==> src/rtc_pkg.sv <==
package rtc_pkg;
    // serial space geometry
    localparam int unsigned ADDR_W   = 6;
    localparam logic [5:0]  ADDR_TOP = 6'h3f;
    localparam logic [5:0]  ADDR_ZERO = 6'h00;
    localparam int unsigned TIME_REGS = 8;
    localparam int unsigned CTRL_ADDR = 8;
    localparam int unsigned MEM_TOP   = 63;

    // command byte and bit counting
    localparam int unsigned DIR_BIT       = 7;
    localparam logic [2:0]  BYTE_LAST_BIT = 3'h7;

    // timekeeping register indices
    localparam logic [2:0] REG_SUBSEC = 3'h0;
    localparam logic [2:0] REG_SEC    = 3'h1;
    localparam logic [2:0] REG_MIN    = 3'h2;
    localparam logic [2:0] REG_HOUR   = 3'h3;
    localparam logic [2:0] REG_DAY    = 3'h4;
    localparam logic [2:0] REG_DATE   = 3'h5;
    localparam logic [2:0] REG_MONTH  = 3'h6;
    localparam logic [2:0] REG_YEAR   = 3'h7;

    // field positions
    localparam int unsigned HALT_BIT     = 7;
    localparam int unsigned CENT_EN_BIT  = 7;
    localparam int unsigned CENT_FLG_BIT = 6;
    localparam logic [5:0]  FREEZE_REG   = 6'h0c;
    localparam int unsigned FREEZE_BIT   = 6;

    // values after reset: year..subsec, one byte each, year on top
    localparam logic [63:0] TIME_RST = 64'h0001_0101_0000_0000;

    // timing
    localparam int unsigned CLK_PERIOD_NS  = 4;
    localparam int unsigned TICK_PERIOD_NS = 10_000_000;
    localparam int unsigned TICK_CYCLES    = TICK_PERIOD_NS / CLK_PERIOD_NS;
    localparam int unsigned POWER_UP_LOCKOUT_TIME_NS = 1000;
    localparam int unsigned LOCKOUT_CYCLES =
        (POWER_UP_LOCKOUT_TIME_NS + CLK_PERIOD_NS - 1) / CLK_PERIOD_NS;

    // write queue
    localparam int unsigned WR_FIFO_DEPTH = 16;
    localparam int unsigned WR_FIFO_W     = ADDR_W + 8;
endpackage

==> src/wr_fifo.sv <==
`timescale 1ns/1ns
module wr_fifo #(
    parameter int unsigned WIDTH = 14,
    parameter int unsigned DEPTH = 16
)
(
    input  wire logic             mclk,
    input  wire logic             sys_rst,
    input  wire logic             in_valid,
    input  wire logic [WIDTH-1:0] in_data,
    output logic                  in_ready,
    output logic                  out_valid,
    output logic      [WIDTH-1:0] out_data,
    input  wire logic             out_ready
);
    localparam int unsigned AW = $clog2(DEPTH);

    logic [WIDTH-1:0] store_r [0:DEPTH-1];
    logic [AW-1:0]    wr_ptr_r;
    logic [AW-1:0]    rd_ptr_r;
    logic [AW:0]      count_r;
    logic             push;
    logic             pop;

    // honest flags straight from the fill count
    assign in_ready  = count_r != (AW+1)'(DEPTH);
    assign out_valid = count_r != '0;
    assign out_data  = store_r[rd_ptr_r];
    assign push      = in_valid & in_ready;
    assign pop       = out_valid & out_ready;

    // storage has no reset, only pointers and count do
    always_ff @(posedge mclk)
    begin
        if (push)
        begin
            store_r[wr_ptr_r] <= in_data;
        end
    end

    // pointers wrap at depth, so depth need not be a power of two
    always_ff @(posedge mclk)
    begin
        if (sys_rst)
        begin
            wr_ptr_r <= '0;
            rd_ptr_r <= '0;
            count_r  <= '0;
        end
        else
        begin
            if (push)
                wr_ptr_r <= (wr_ptr_r == AW'(DEPTH-1)) ? '0 : wr_ptr_r + 1'b1;
            if (pop)
                rd_ptr_r <= (rd_ptr_r == AW'(DEPTH-1)) ? '0 : rd_ptr_r + 1'b1;
            count_r <= count_r + (AW+1)'(push) - (AW+1)'(pop);
        end
    end
endmodule // wr_fifo

==> src/rtc_serial_access_core.sv <==
`timescale 1ns/1ns
// Notes on behaviour
// RULE_01 - address and data bytes shift most significant bit first
// RULE_02 - first bit after select: one means write, zero means read
// RULE_03 - bits two to eight give the address; data follows at once
// RULE_04 - pointer steps after each byte while select stays low
// RULE_05 - host raises select right after a single byte
// RULE_06 - pointer wraps from top address to zero
// RULE_07 - pointer on a time address freezes the user time copy
// RULE_08 - copy resumes on deselect or pointer leaving time addresses
// RULE_09 - internal counters keep running while the copy is frozen
// RULE_10 - supply decay deselects and blocks writes and serial input
// RULE_11 - power fail drives reset until supply is back at nominal
// RULE_12 - on battery all outputs float, time keeps running; freeze_active and write_dropped stay driven
// RULE_13 - after power returns, select inhibited and reset held a while
// RULE_14 - host holds select high for lockout time, then drives low
// RULE_15 - eight time registers in BCD: subsec, sec, min, hour first
// RULE_16 - hour bits 7,6: century enable and flag toggling at rollover
// RULE_17 - day of week in day bits 2:0, then date, month, year
// RULE_18 - seconds bit 7 halts oscillator; clearing restarts it
// RULE_19 - control register reachable alone without touching time
// RULE_20 - power failure sets the freeze bit automatically
// RULE_21 - clearing the freeze bit resumes user copy updates
// RULE_22 - input sampled on clock rise, output changes after fall
// RULE_23 - select high: deselected, serial output floats
// RULE_24 - host makes a select falling edge before any operation
// RULE_25 - address bit 6 is ignored, space is 64 bytes
// RULE_26 - power states arrive as synchronous comparator inputs
module rtc_serial_access_core
    import rtc_pkg::*;
#(
    parameter int unsigned TICK_DIV    = TICK_CYCLES,
    parameter int unsigned LOCKOUT_CNT = LOCKOUT_CYCLES,
    parameter int unsigned FIFO_DEPTH  = WR_FIFO_DEPTH
)
(
    input  wire logic mclk,
    input  wire logic sys_rst,
    input  wire logic sclk,
    input  wire logic chip_sel_n,
    input  wire logic serial_in,
    input  wire logic power_fail,
    input  wire logic power_good,
    input  wire logic on_battery,
    output logic      serial_out,
    output logic      serial_out_oe_n,
    output logic      sys_reset_n,
    output logic      sys_reset_n_oe_n,
    output logic      freeze_active,
    output logic      write_dropped
);
    logic        sclk_prev_r;
    logic        cs_prev_r;
    logic        pf_prev_r;
    logic        sel_r;
    logic        armed_r;
    logic        cmd_done_r;
    logic        wr_mode_r;
    logic [2:0]  bit_cnt_r;
    logic [7:0]  rx_sh_r;
    logic [7:0]  tx_sh_r;
    logic [5:0]  ptr_r;
    logic [31:0] lock_cnt_r;
    logic [31:0] div_r;
    logic [7:0]  t_r    [0:TIME_REGS-1];
    logic [7:0]  t_nxt  [0:TIME_REGS-1];
    logic [7:0]  user_r [0:TIME_REGS-1];
    logic [7:0]  mem_r  [CTRL_ADDR:MEM_TOP];
    logic [7:0]  rx_nxt;
    logic [5:0]  ptr_inc;
    logic        sclk_rise;
    logic        sclk_fall;
    logic        cs_fall;
    logic        pf_rise;
    logic        byte_done;
    logic        inhibit;
    logic        halt;
    logic        tick;
    logic        freeze;
    logic        freeze_bit;
    logic        push_valid;
    logic        push_ready;
    logic        dr_valid;
    logic        pop;
    logic        wr_time;
    logic        wr_mem;
    logic [WR_FIFO_W-1:0] dr_word;
    logic [5:0]  dr_addr;
    logic [7:0]  dr_data;

    // BCD step with wrap; bit 8 is the carry out
    function automatic logic [8:0] bcd_step(input logic [7:0] v,
                                            input logic [7:0] top,
                                            input logic [7:0] low);
        logic [7:0] n;
        n = (v[3:0] == 4'h9) ? {v[7:4] + 4'h1, 4'h0} : v + 8'h01;
        return (v == top) ? {1'b1, low} : {1'b0, n};
    endfunction

    // last date of a month; leap years by the two year digits
    function automatic logic [7:0] month_end(input logic [7:0] m,
                                             input logic [7:0] y);
        logic leap;
        leap = y[4] ? (y[3:0] == 4'h2 || y[3:0] == 4'h6)
                    : (y[3:0] == 4'h0 || y[3:0] == 4'h4 || y[3:0] == 4'h8);
        if (m == 8'h02)
            return leap ? 8'h29 : 8'h28;
        if (m == 8'h04 || m == 8'h06 || m == 8'h09 || m == 8'h11)
            return 8'h30;
        return 8'h31;
    endfunction

    // reads see the frozen user copy, never the live counters
    function automatic logic [7:0] read_byte(input logic [5:0] a);
        if (a < 6'(TIME_REGS))
            return user_r[a[2:0]];
        return mem_r[a];
    endfunction

    // pin edge detection; pins are already synchronous to mclk
    always_ff @(posedge mclk)
    begin
        if (sys_rst)
        begin
            sclk_prev_r <= 1'b0;
            cs_prev_r   <= 1'b0;
            pf_prev_r   <= 1'b0;
        end
        else
        begin
            sclk_prev_r <= sclk;
            cs_prev_r   <= chip_sel_n;
            pf_prev_r   <= power_fail;                        // RULE_26
        end
    end

    assign sclk_rise = sel_r & sclk & ~sclk_prev_r;           // RULE_22
    assign sclk_fall = sel_r & ~sclk & sclk_prev_r;
    assign cs_fall   = cs_prev_r & ~chip_sel_n;
    assign pf_rise   = power_fail & ~pf_prev_r;
    assign rx_nxt    = {rx_sh_r[6:0], serial_in};             // RULE_01
    assign byte_done = sclk_rise & (bit_cnt_r == BYTE_LAST_BIT);
    assign ptr_inc   = (ptr_r == ADDR_TOP) ? ADDR_ZERO : ptr_r + 6'h01;
    assign inhibit   = power_fail | ~power_good | (lock_cnt_r != '0);

    // lockout counter reloads while supply is bad, runs out after
    always_ff @(posedge mclk)
    begin
        if (sys_rst | power_fail | ~power_good)
            lock_cnt_r <= LOCKOUT_CNT;                        // RULE_13
        else if (lock_cnt_r != '0)
            lock_cnt_r <= lock_cnt_r - 32'h1;
    end

    // select must be seen high after lockout before a falling edge counts
    always_ff @(posedge mclk)
    begin
        if (sys_rst | inhibit)
            armed_r <= 1'b0;                                  // RULE_13
        else if (chip_sel_n)
            armed_r <= 1'b1;
    end

    // device selection
    always_ff @(posedge mclk)
    begin
        if (sys_rst | chip_sel_n | inhibit)
            sel_r <= 1'b0;                                    // RULE_10 RULE_23
        else if (cs_fall & armed_r)
            sel_r <= 1'b1;
    end

    // command and data shift-in; a deselect abandons a partial byte
    always_ff @(posedge mclk)
    begin
        if (sys_rst | ~sel_r)
        begin
            bit_cnt_r  <= 3'h0;
            cmd_done_r <= 1'b0;
            wr_mode_r  <= 1'b0;
            rx_sh_r    <= 8'h00;
        end
        else if (sclk_rise)
        begin
            rx_sh_r   <= rx_nxt;
            bit_cnt_r <= bit_cnt_r + 3'h1;
            if (byte_done & ~cmd_done_r)
            begin
                cmd_done_r <= 1'b1;
                wr_mode_r  <= rx_nxt[DIR_BIT];                // RULE_02
            end
        end
    end

    // address pointer; bit 6 of the command is dropped
    always_ff @(posedge mclk)
    begin
        if (sys_rst | power_fail)
            ptr_r <= ADDR_ZERO;                               // RULE_10
        else if (byte_done & ~cmd_done_r)
            ptr_r <= rx_nxt[ADDR_W-1:0];                      // RULE_03 RULE_25
        else if (byte_done)
            ptr_r <= ptr_inc;                                 // RULE_04 RULE_06
    end

    // shift-out: load at the rise ending a byte, drive on each fall
    always_ff @(posedge mclk)
    begin
        if (sys_rst | ~sel_r | on_battery)
        begin
            tx_sh_r         <= 8'h00;
            serial_out      <= 1'b0;
            serial_out_oe_n <= 1'b1;                          // RULE_12 RULE_23
        end
        else if (byte_done & ~cmd_done_r & ~rx_nxt[DIR_BIT])
            tx_sh_r <= read_byte(rx_nxt[ADDR_W-1:0]);         // RULE_03
        else if (byte_done & cmd_done_r & ~wr_mode_r)
            tx_sh_r <= read_byte(ptr_inc);                    // RULE_04
        else if (sclk_fall & cmd_done_r & ~wr_mode_r)
        begin
            serial_out      <= tx_sh_r[7];                    // RULE_01 RULE_22
            tx_sh_r         <= {tx_sh_r[6:0], 1'b0};
            serial_out_oe_n <= 1'b0;
        end
    end

    // written bytes queue up; the register side drains between ticks
    assign push_valid = byte_done & cmd_done_r & wr_mode_r
                        & ~power_fail;                        // RULE_10

    wr_fifo #(
        .WIDTH (WR_FIFO_W),
        .DEPTH (FIFO_DEPTH)
    ) i_wr_fifo (
        .mclk      (mclk),
        .sys_rst   (sys_rst),
        .in_valid  (push_valid),
        .in_data   ({ptr_r, rx_nxt}),
        .in_ready  (push_ready),
        .out_valid (dr_valid),
        .out_data  (dr_word),
        .out_ready (~tick)
    );

    assign dr_addr = dr_word[WR_FIFO_W-1:8];
    assign dr_data = dr_word[7:0];
    assign pop     = dr_valid & ~tick;   // a tick wins, the write waits
    assign wr_time = pop & (dr_addr < 6'(TIME_REGS));
    assign wr_mem  = pop & ~(dr_addr < 6'(TIME_REGS));

    // a full queue cannot stall the host, so the loss is reported
    always_ff @(posedge mclk)
    begin
        if (sys_rst)
            write_dropped <= 1'b0;
        else
            write_dropped <= push_valid & ~push_ready;
    end

    // control, alarm and user bytes; power fail forces the freeze bit
    always_ff @(posedge mclk)
    begin
        if (sys_rst)
        begin
            for (int i = CTRL_ADDR; i <= MEM_TOP; i++)
                mem_r[i] <= 8'h00;
        end
        else
        begin
            if (wr_mem)
                mem_r[dr_addr] <= dr_data;                    // RULE_19
            if (pf_rise)
                mem_r[FREEZE_REG][FREEZE_BIT] <= 1'b1;        // RULE_20
        end
    end

    assign freeze_bit = mem_r[FREEZE_REG][FREEZE_BIT];
    assign halt       = t_r[REG_SEC][HALT_BIT];               // RULE_18
    assign tick       = ~halt & (div_r == 32'(TICK_DIV - 1));

    // hundredths prescaler, held clear while the oscillator is halted
    always_ff @(posedge mclk)
    begin
        if (sys_rst | halt | tick)
            div_r <= 32'h0;                                   // RULE_18
        else
            div_r <= div_r + 32'h1;
    end

    // BCD carry chain through the calendar
    always_comb
    begin
        logic [8:0] s;
        logic       c;
        s = 9'h000;
        c = 1'b0;
        for (int i = 0; i < TIME_REGS; i++)
            t_nxt[i] = t_r[i];
        s = bcd_step(t_r[REG_SUBSEC], 8'h99, 8'h00);          // RULE_15
        t_nxt[REG_SUBSEC] = s[7:0];
        c = s[8];
        if (c)
        begin
            s = bcd_step({1'b0, t_r[REG_SEC][6:0]}, 8'h59, 8'h00);
            t_nxt[REG_SEC] = {t_r[REG_SEC][HALT_BIT], s[6:0]};
            c = s[8];
        end
        if (c)
        begin
            s = bcd_step(t_r[REG_MIN], 8'h59, 8'h00);
            t_nxt[REG_MIN] = s[7:0];
            c = s[8];
        end
        if (c)
        begin
            s = bcd_step({2'b00, t_r[REG_HOUR][5:0]}, 8'h23, 8'h00);
            t_nxt[REG_HOUR] = {t_r[REG_HOUR][7:6], s[5:0]};
            c = s[8];
        end
        if (c)
        begin
            s = bcd_step({5'h00, t_r[REG_DAY][2:0]}, 8'h07, 8'h01);
            t_nxt[REG_DAY] = {5'h00, s[2:0]};                 // RULE_17
            s = bcd_step(t_r[REG_DATE],
                         month_end(t_r[REG_MONTH], t_r[REG_YEAR]), 8'h01);
            t_nxt[REG_DATE] = s[7:0];
            c = s[8];
        end
        if (c)
        begin
            s = bcd_step(t_r[REG_MONTH], 8'h12, 8'h01);
            t_nxt[REG_MONTH] = s[7:0];
            c = s[8];
        end
        if (c)
        begin
            s = bcd_step(t_r[REG_YEAR], 8'h99, 8'h00);
            t_nxt[REG_YEAR] = s[7:0];
            if (s[8] & t_r[REG_HOUR][CENT_EN_BIT])
                t_nxt[REG_HOUR][CENT_FLG_BIT] =
                    ~t_r[REG_HOUR][CENT_FLG_BIT];             // RULE_16
        end
    end

    // live counters never stop for a frozen copy
    always_ff @(posedge mclk)
    begin
        if (sys_rst)
        begin
            for (int i = 0; i < TIME_REGS; i++)
                t_r[i] <= TIME_RST[8*i +: 8];
        end
        else if (wr_time)
            t_r[dr_addr[2:0]] <= dr_data;
        else if (tick)
        begin
            for (int i = 0; i < TIME_REGS; i++)
                t_r[i] <= t_nxt[i];                           // RULE_09
        end
    end

    // user copy tracks the counters unless a time access or freeze holds it
    assign freeze = (sel_r & cmd_done_r & (ptr_r < 6'(TIME_REGS)))
                    | freeze_bit;                             // RULE_07

    always_ff @(posedge mclk)
    begin
        if (sys_rst)
        begin
            for (int i = 0; i < TIME_REGS; i++)
                user_r[i] <= TIME_RST[8*i +: 8];
        end
        else if (~freeze)
        begin
            for (int i = 0; i < TIME_REGS; i++)
                user_r[i] <= t_r[i];                          // RULE_08 RULE_21
        end
    end

    always_ff @(posedge mclk)
    begin
        if (sys_rst)
            freeze_active <= 1'b0;
        else
            freeze_active <= freeze;
    end

    // open-drain reset pin: drives low, floats on battery
    assign sys_reset_n = 1'b0;

    always_ff @(posedge mclk)
    begin
        if (sys_rst)
            sys_reset_n_oe_n <= 1'b0;
        else
            sys_reset_n_oe_n <= on_battery | ~inhibit;        // RULE_11 RULE_12
    end
endmodule // rtc_serial_access_core

==> config.mk <==
export PLATFORM = sky130hd
export DESIGN_NAME = rtc_serial_access_core
export DESIGN_NICKNAME = d
export VERILOG_FILES = /design/src/rtc_pkg.sv /design/src/wr_fifo.sv /design/src/rtc_serial_access_core.sv
export SDC_FILE = /design/constraint.sdc
export NUM_CORES = 2
export LEC_CHECK = 0
export BUFFER_PORTS_ARGS = -buffer_cell sky130_fd_sc_hd__buf_4
export CAP_MARGIN = 30
export CORE_UTILIZATION = 45
export CTS_BUF_LIST = sky130_fd_sc_hd__clkbuf_8 sky130_fd_sc_hd__clkbuf_16
export CTS_CLUSTER_DIAMETER = 30
export DETAILED_ROUTE_END_ITERATION = 8
export PLACE_DENSITY = 0.66
export RECOVER_POWER = 25
export SLEW_MARGIN = 20
export SYNTH_ARGS = -nofsm -noshare
export SYNTH_HDL_FRONTEND = slang
export SYNTH_SLANG_ARGS = --single-unit
export TNS_END_PERCENT = 5
==> constraint.sdc <==
create_clock -name mclk -period 5.21 [get_ports mclk]
set_input_delay 0.7815 -clock mclk [delete_from_list [all_inputs] [get_ports mclk]]
set_output_delay 0.7815 -clock mclk [all_outputs]
set_load 0.02 [all_outputs]
* After elaboration in Yosys (flattened, before gate mapping)
Memory sizes are Yosys's and may differ from the RTL's. A register that Yosys moved wholly into a read port is not among the register bits.
Index checks and enable logic that the tools add are counted.
** Cells by class
- Multiplexer cells :: 104
- Eq/ne operators :: 31
- Magnitude comparators :: 4
- Add/sub/neg operators :: 23
- Bitwise operators :: 79
- Reductions and logical operators :: 15
** Operator list (number)
- $mux W8 :: 41
- $mux W9 :: 7
- $mux W1 :: 43
- $add A8 B1 Y8 const B :: 5
- $eq A4 B4 Y1 const B :: 10
- $add A32 B1 Y32 const B :: 1
- $eq A32 B22 Y1 const B :: 1
- $reduce_bool A32 Y1 :: 1
- $sub A32 B1 Y32 const B :: 1
- $or A1 B1 Y1 :: 30
- $add A4 B1 Y4 const B :: 7
- $and A1 B1 Y1 :: 28
- $lt A6 B4 Y1 const B :: 4
- $mux W6 :: 4
- $not A1 Y1 :: 20
- $eq A6 B6 Y1 const B :: 3
- $eq A8 B3 Y1 const B :: 2
- $eq A8 B5 Y1 const B :: 2
- $eq A8 B8 Y1 const B :: 2
- $mux W16 :: 1
- $mux W4 :: 4
- $reduce_or A8 Y1 :: 2
- $add A7 B1 Y8 const B :: 1
- $eq A4 B3 Y1 const B :: 2
- 26 further kinds :: 34
** Storage, ports and cells
- Memory bits (writable) :: 800
- Memories kept :: 4
- Logic and storage cells :: 281
- Input bits :: 8
- Output and inout port bits :: 6
- Flip-flop bits (word level) :: 113
** Memories
- mem_r :: depth 56, bits a word 8, rd ports 3, clocked after memory_dff 0, wr ports 56, line rtc_serial_access_core.sv:68 : logic [7:0] mem_r [CTRL_ADDR:MEM_TOP];
- i_wr_fifo.store_r :: depth 16, bits a word 14, rd ports 1, clocked after memory_dff 1, wr ports 1, line wr_fifo.sv:18 : logic [WIDTH-1:0] store_r [0:DEPTH-1];
- t_r :: depth 8, bits a word 8, rd ports 8, clocked after memory_dff 0, wr ports 8, line rtc_serial_access_core.sv:65 : logic [7:0] t_r [0:TIME_REGS-1];
- user_r :: depth 8, bits a word 8, rd ports 2, clocked after memory_dff 0, wr ports 8, line rtc_serial_access_core.sv:67 : logic [7:0] user_r [0:TIME_REGS-1];

* Longest topological paths before layout
An unclocked memory read counts as a cell.
- Word-level depth :: 19
- Mapped depth :: 15
- Gate-level depth less buffers :: 15

* Hierarchy
A second synthesis with hierarchy kept.
** Second synthesis, totals
- Cells, all modules :: 3948
- Area, all modules :: 46681.0 um2
** Modules (own cells, without submodules)
- rtc_serial_access_core :: area an instance 37372.1 um2, cells each 3492, instances 1
- wr_fifo :: area an instance 9308.9 um2, cells each 456, instances 1

* Worst setup path before layout
No wires, ideal clock.
- Path kind :: input -> register
- Start :: input port sclk
- End :: memory i_wr_fifo.store_r[3][0] (enable)
- Library setup time :: 403 ps
- Stages :: 6
- Required time :: 4807 ps
- Path buffers :: 0
- Data arrival time :: 3204 ps
- Path slack :: 1603 ps
- Cells stage by stage :: nand3b_1 > nor2_1 > nand3_1 > nor3b_1 > nand2_1 > nor3_1
** Between the ends
- Cells in the longest elaborated chain, start to end :: 9
** Ends and longest elaborated chain
- start, declared :: line rtc_serial_access_core.sv:39 : input wire logic sclk,
- $and A1 B1 Y1 (2 in series) :: line rtc_serial_access_core.sv:137 : assign sclk_rise = sel_r & sclk & ~sclk_prev_r;
- $and A1 B1 Y1 :: line rtc_serial_access_core.sv:142 : assign byte_done = sclk_rise & (bit_cnt_r == BYTE_LAST_BIT);
- $and A1 B1 Y1 (2 in series) :: line rtc_serial_access_core.sv:228 : assign push_valid = byte_done & cmd_done_r & wr_mode_r
- $and A1 B1 Y1 :: line rtc_serial_access_core.sv:229 : & ~power_fail;
- $and A1 B1 Y1 :: line wr_fifo.sv:29 : assign push = in_valid & in_ready;
- $mux W1 :: line wr_fifo.sv:35 : if (push)
- $mux W1 (not written as such) :: line wr_fifo.sv:37 : store_r[wr_ptr_r] <= in_data;
- end, declared :: line wr_fifo.sv:18
Every way passes these cells.

* Worst setup path after layout
- Start :: register ptr_r[0]
- End :: register tx_sh_r[1]
** Between the ends
- Cells in the longest elaborated chain, start to end :: 10
- Elaborated cells between the ends (all ways) :: 14
** Ends and longest elaborated chain
- start, declared :: line rtc_serial_access_core.sv:62 : logic [5:0] ptr_r;
- start signal, assigned :: line rtc_serial_access_core.sv:201 : ptr_r <= rx_nxt[ADDR_W-1:0];
- start signal, assigned :: line rtc_serial_access_core.sv:203 : ptr_r <= ptr_inc;
- $add A6 B1 Y6 / $eq A6 B6 Y1 (equally long branches) :: line rtc_serial_access_core.sv:143 : assign ptr_inc = (ptr_r == ADDR_TOP) ? ADDR_ZERO : ptr_r + 6'h01;
- $mux W6 * :: line rtc_serial_access_core.sv:143
- $lt A6 B4 Y1 :: line rtc_serial_access_core.sv:115 : if (a < 6'(TIME_REGS))
- $mux W1 :: line rtc_serial_access_core.sv:115
- $mux W1 :: line rtc_serial_access_core.sv:217 : else if (byte_done & cmd_done_r & ~wr_mode_r)
- $mux W1 :: line rtc_serial_access_core.sv:215 : else if (byte_done & ~cmd_done_r & ~rx_nxt[DIR_BIT])
- $mux W1 :: line rtc_serial_access_core.sv:209 : if (sys_rst | ~sel_r | on_battery)
- $mux W8 * :: line rtc_serial_access_core.sv:117 : return mem_r[a];
- $mux W8 * :: line rtc_serial_access_core.sv:217
- $mux W8 * :: line rtc_serial_access_core.sv:215
- end signal, assigned :: line rtc_serial_access_core.sv:216 : tx_sh_r <= read_byte(rx_nxt[ADDR_W-1:0]);
- end signal, assigned :: line rtc_serial_access_core.sv:218 : tx_sh_r <= read_byte(ptr_inc);
- end signal, assigned :: line rtc_serial_access_core.sv:222 : tx_sh_r <= {tx_sh_r[6:0], 1'b0};
- end, declared :: line rtc_serial_access_core.sv:61 : logic [7:0] tx_sh_r;
Every way passes the cells marked *; elsewhere a longest branch is shown, timed or not. The select of a mux whose other input is x is not followed.
A chain may end at the register's enable or synchronous reset.

==> summary.md <==
| Metric | Value |
|---|---|
| Pin count of the biggest net entering global routing | `110` |
| Setup Slack @ Placement | `0.931 ns` |
| Layout Utilization | `0.539` |
| FP Rows | `116` |
| Violations in the final reports | `max-capacitance violations, max-slew violations` |
| Required time worst endpoint | `5.91 ns` |
| Initial core utilization | `0.453` |
| First-pass GRT wire length | `between 200,000 and 250,000 um` |
| Largest area contributor in the synthesized netlist | `edfxtp_1` |
| Max clock buf depth | `3` |
| Overall power | `22.6 mW` |
| Cell area after synthesis | `45,300 sq um` |
| DRC | `0` |
| Worst skew pair latency | `0.79 ns` |
| Netlist cell types | `83` |
| CTS H-tree depth | `4` |
| Pre-Repair DR Iteration Count | `6` |
| I/O Buffers | `12` |
| Crit path launch type | `flip-flop` |
| Clock Skew | `0.0539 ns` |
| Worst R2R End | `tx_sh_r[1]` |
| Initial antenna violation count | `2` |
| Worst Hold Path EP | `sel_r` |
| Adder-cell share of the synthesized area | `0.0118` |
| Maximum capacitance violations | `4` |
| R2R depth | `9` |
| Ys Warns | `0` |
| Placed cell area | `47,400 sq um` |
| CTS hold repair buffers | `0` |
| Outcome | `complete, but fails checks` |
| Routability-driven placement congestion ratio | `0.960` |
| Total CTS buffers | `187` |
| Tmin final | `4.70 ns` |
| PD cells | `419 nW/um^2` |
| Leakage | `19.1 nW` |
| Clock sink count | `between 900 and 1,000` |
| Slew headroom | `-0.866` |
| Critical path class | `reg2reg` |
| Die span in x | `319 um` |
| Reg-to-reg slack, setup | `0.51 ns` |
| Register bit count reported by yosys | `917` |
| Post-CTS Repair Setup Buffers | `0` |
| Final period util | `0.903` |
| R2r startpoint | `ptr_r[0]` |
| Worst-path fanout max | `35` |
| Syn_nets | `3,867` |
| Share of layout cells above drive strength 1 | `0.182` |
| Max-slew violation count | `154` |
| Fmax | `about 0.21 GHz` |
| Hold Path Class | `in2reg` |
| Worst slew pin tran | `2.80 ns` |
| Die ar. | `102,000 sq um` |
| Max VDD drop | `0.000353 V` |
| Worst setup margin | `0.507 ns` |
| GR Util All Layers | `0.274` |
| Total length of routed wires | `140,000 um` |
| Antenna Nets Post-Route | `0` |
| Clock transition at path regs | `around 0.050 ns` |
| Final global-route overflow total | `0` |
| Synth Area in Compound Gates | `0.0564` |
| WHS Path Cells | `2` |
| CTS tree | `built` |
| Iter 0 DRT Violations | `4,490` |
| Chip height | `roughly 320 um` |
| Root buffer cell | `clkbuf_16` |
| Post-synth top flop | `edfxtp_1` |
| Area share of the largest cell type after synthesis | `0.530` |
| RSZ-0062 raised after global routing | `no` |
| Fin area | `53,900 sq um` |
| Post-synthesis mux area share | `0.137` |
| Area Growth Syn to Fin | `18.9%` |
| Setup violators final | `0` |
| Number of global-route vias before repair | `around 32,000` |
| Hold Violations, Final | `0` |
| Simple-gate area share of the yosys netlist | `0.167` |
| Ys async rst share | `0` |
| Crit. End Element | `flip-flop` |
| Worst hold start | `chip_sel_n` |
| Synthesized instance count | `3,817` |
| Largest family of logic cells by synthesized area | `simple AND/OR/NAND/NOR gates` |
| Boundary pin count | `14` |
| CTS resizes | `0` |
| Sequential area share after synthesis | `0.582` |
| EDFF count, synth | `800` |
| Via density | `~6.2` |
| Fin nets | `3,942` |
| Xor and xnor area share after synthesis | `0.0180` |
| Post-DP HPWL | `92,900 um` |
| Core Region | `~100,000 sq um` |
| Total number of vias | `approximately 33,000` |
| Top cells by area, synth | `edfxtp_1, mux4_2, nor2_1, dfxtp_1, nand2_1` |
| Avg Cell Area, Syn | `11.9 sq um` |
| Routed length per placed instance | `26.1 um` |
| Setup TNS | `0 ns` |
| CP arrival | `around 5.4 ns` |
critical path, cell delays in order (launching register included):
cell and delay [ns]:
dfxtp_1 0.34, clkbuf_1 1.24, and4b_1 0.43, a311o_1 0.15
buf_4 0.32, a21o_1 0.64, a31oi_1 0.23, a311oi_1 0.74
nand2_1 0.27, a41oi_1 0.23
per-stage QoR:
stage	std cells	hold WS (ns)
after global placement	4995	0.436
after CTS	5349	0.148
after floorplan	3817	0.418
after detailed placement	4999	0.439
after global routing	5351	0.169
final	5353	0.182
flip-flops by register name, indices dropped and copies added (netlist names), 3 cells and up, named ones only:
register	count
i_wr_fifo.store_r	224
user_r	64
rx_sh_r	7
ptr_r	6
t_r	64
div_r	32
i_wr_fifo.wr_ptr_r	4
bit_cnt_r	3
i_wr_fifo.count_r	5
lock_cnt_r	32
i_wr_fifo.rd_ptr_r	4
mem_r	448
tx_sh_r	8
cell type report:
class | instances | area [sq um]
clock buffer | 194 | 4820
tap | 1298 | 1620
clock inverter | 156 | 1730
sequential | 917 | 26400
multi-input combinational | 2584 | 17900
inverter | 53 | 201
antenna | 2 | 5.00
fill | 8086 | 46100
timing repair buffer | 149 | 1220
worst max path at each step:
stage | from | endpoint | cells past startpoint
after global placement | flip-flop | t_r[2][1] | 8
after detailed placement | flip-flop | t_r[2][1] | 8
after CTS | flip-flop | t_r[6][0] | 8
final | ptr_r[0] | tx_sh_r[1] | 9
after floorplan | sclk | i_wr_fifo.store_r[3][0] | 6
after global routing | sys_rst | mem_r[18][1] | 5
cell usage in the layout (no fill, tap or decap), types with 22 or more instances in the layout:
cell       netlist  final
a211oi_1        24     24
or3_1           28     28
clkbuf_16        0    191
buf_4            6    103
a31oi_1         41     40
nand2_1        600    600
o21ai_0         61     61
nand3_1        143    143
ha_1            41     40
a32oi_1         22     22
xor2_1          44     43
bufinv_16        0     23
and3_1          64     64
mux2i_1        102    102
nor3_1          59     54
xnor2_1         49     48
nand4_1         38     38
nor2_1         632    628
nand2b_1        26     26
a21oi_1         91     91
mux4_2         222    222
o22ai_1         53     53
dfxtp_1        117    113
inv_1           52     69
clkinv_2         0     32
edfxtp_1       800    800
nor2b_1         30     30
clkbuf_1       190     27
Yosys cell counts, types with 41 or more instances:
| master | number |
|---|---|
| ha_1 | 41 |
| and3_1 | 64 |
| edfxtp_1 | 800 |
| nor2_1 | 632 |
| dfxtp_1 | 117 |
| inv_1 | 52 |
| a21oi_1 | 91 |
| nand3_1 | 143 |
| xnor2_1 | 49 |
| clkbuf_1 | 190 |
| mux4_2 | 222 |
| xor2_1 | 44 |
| nand2_1 | 600 |
| a31oi_1 | 41 |
| nor3_1 | 59 |
| o21ai_0 | 61 |
| o22ai_1 | 53 |
| mux2i_1 | 102 |
cells by family after synthesis:
logic type,after synthesis
buffers and inverters,316
other,1
adders and majority gates,42
and+or+nand+nor,1712
AOI/OAI and AO/OA,394
DFF,917
xor gates and xnor gates,93
muxes,342
where the power goes:
group / internal, mW / switching, mW / total (mW)
Combinational: 0.653 / 1.21 / 1.86
Clock: 7.92 / 4.19 / 12.1
Sequential: 8.28 / 0.331 / 8.61
layer usage:
metal	wire length, um	share of wire	GRT usage
met5	20	0.00014	0
met4	7250	0.052	0.135
met3	16700	0.12	0.0711
met2	63300	0.45	0.420
met1	52600	0.38	0.362
Note: power is estimated with default switching activity, not from simulation.
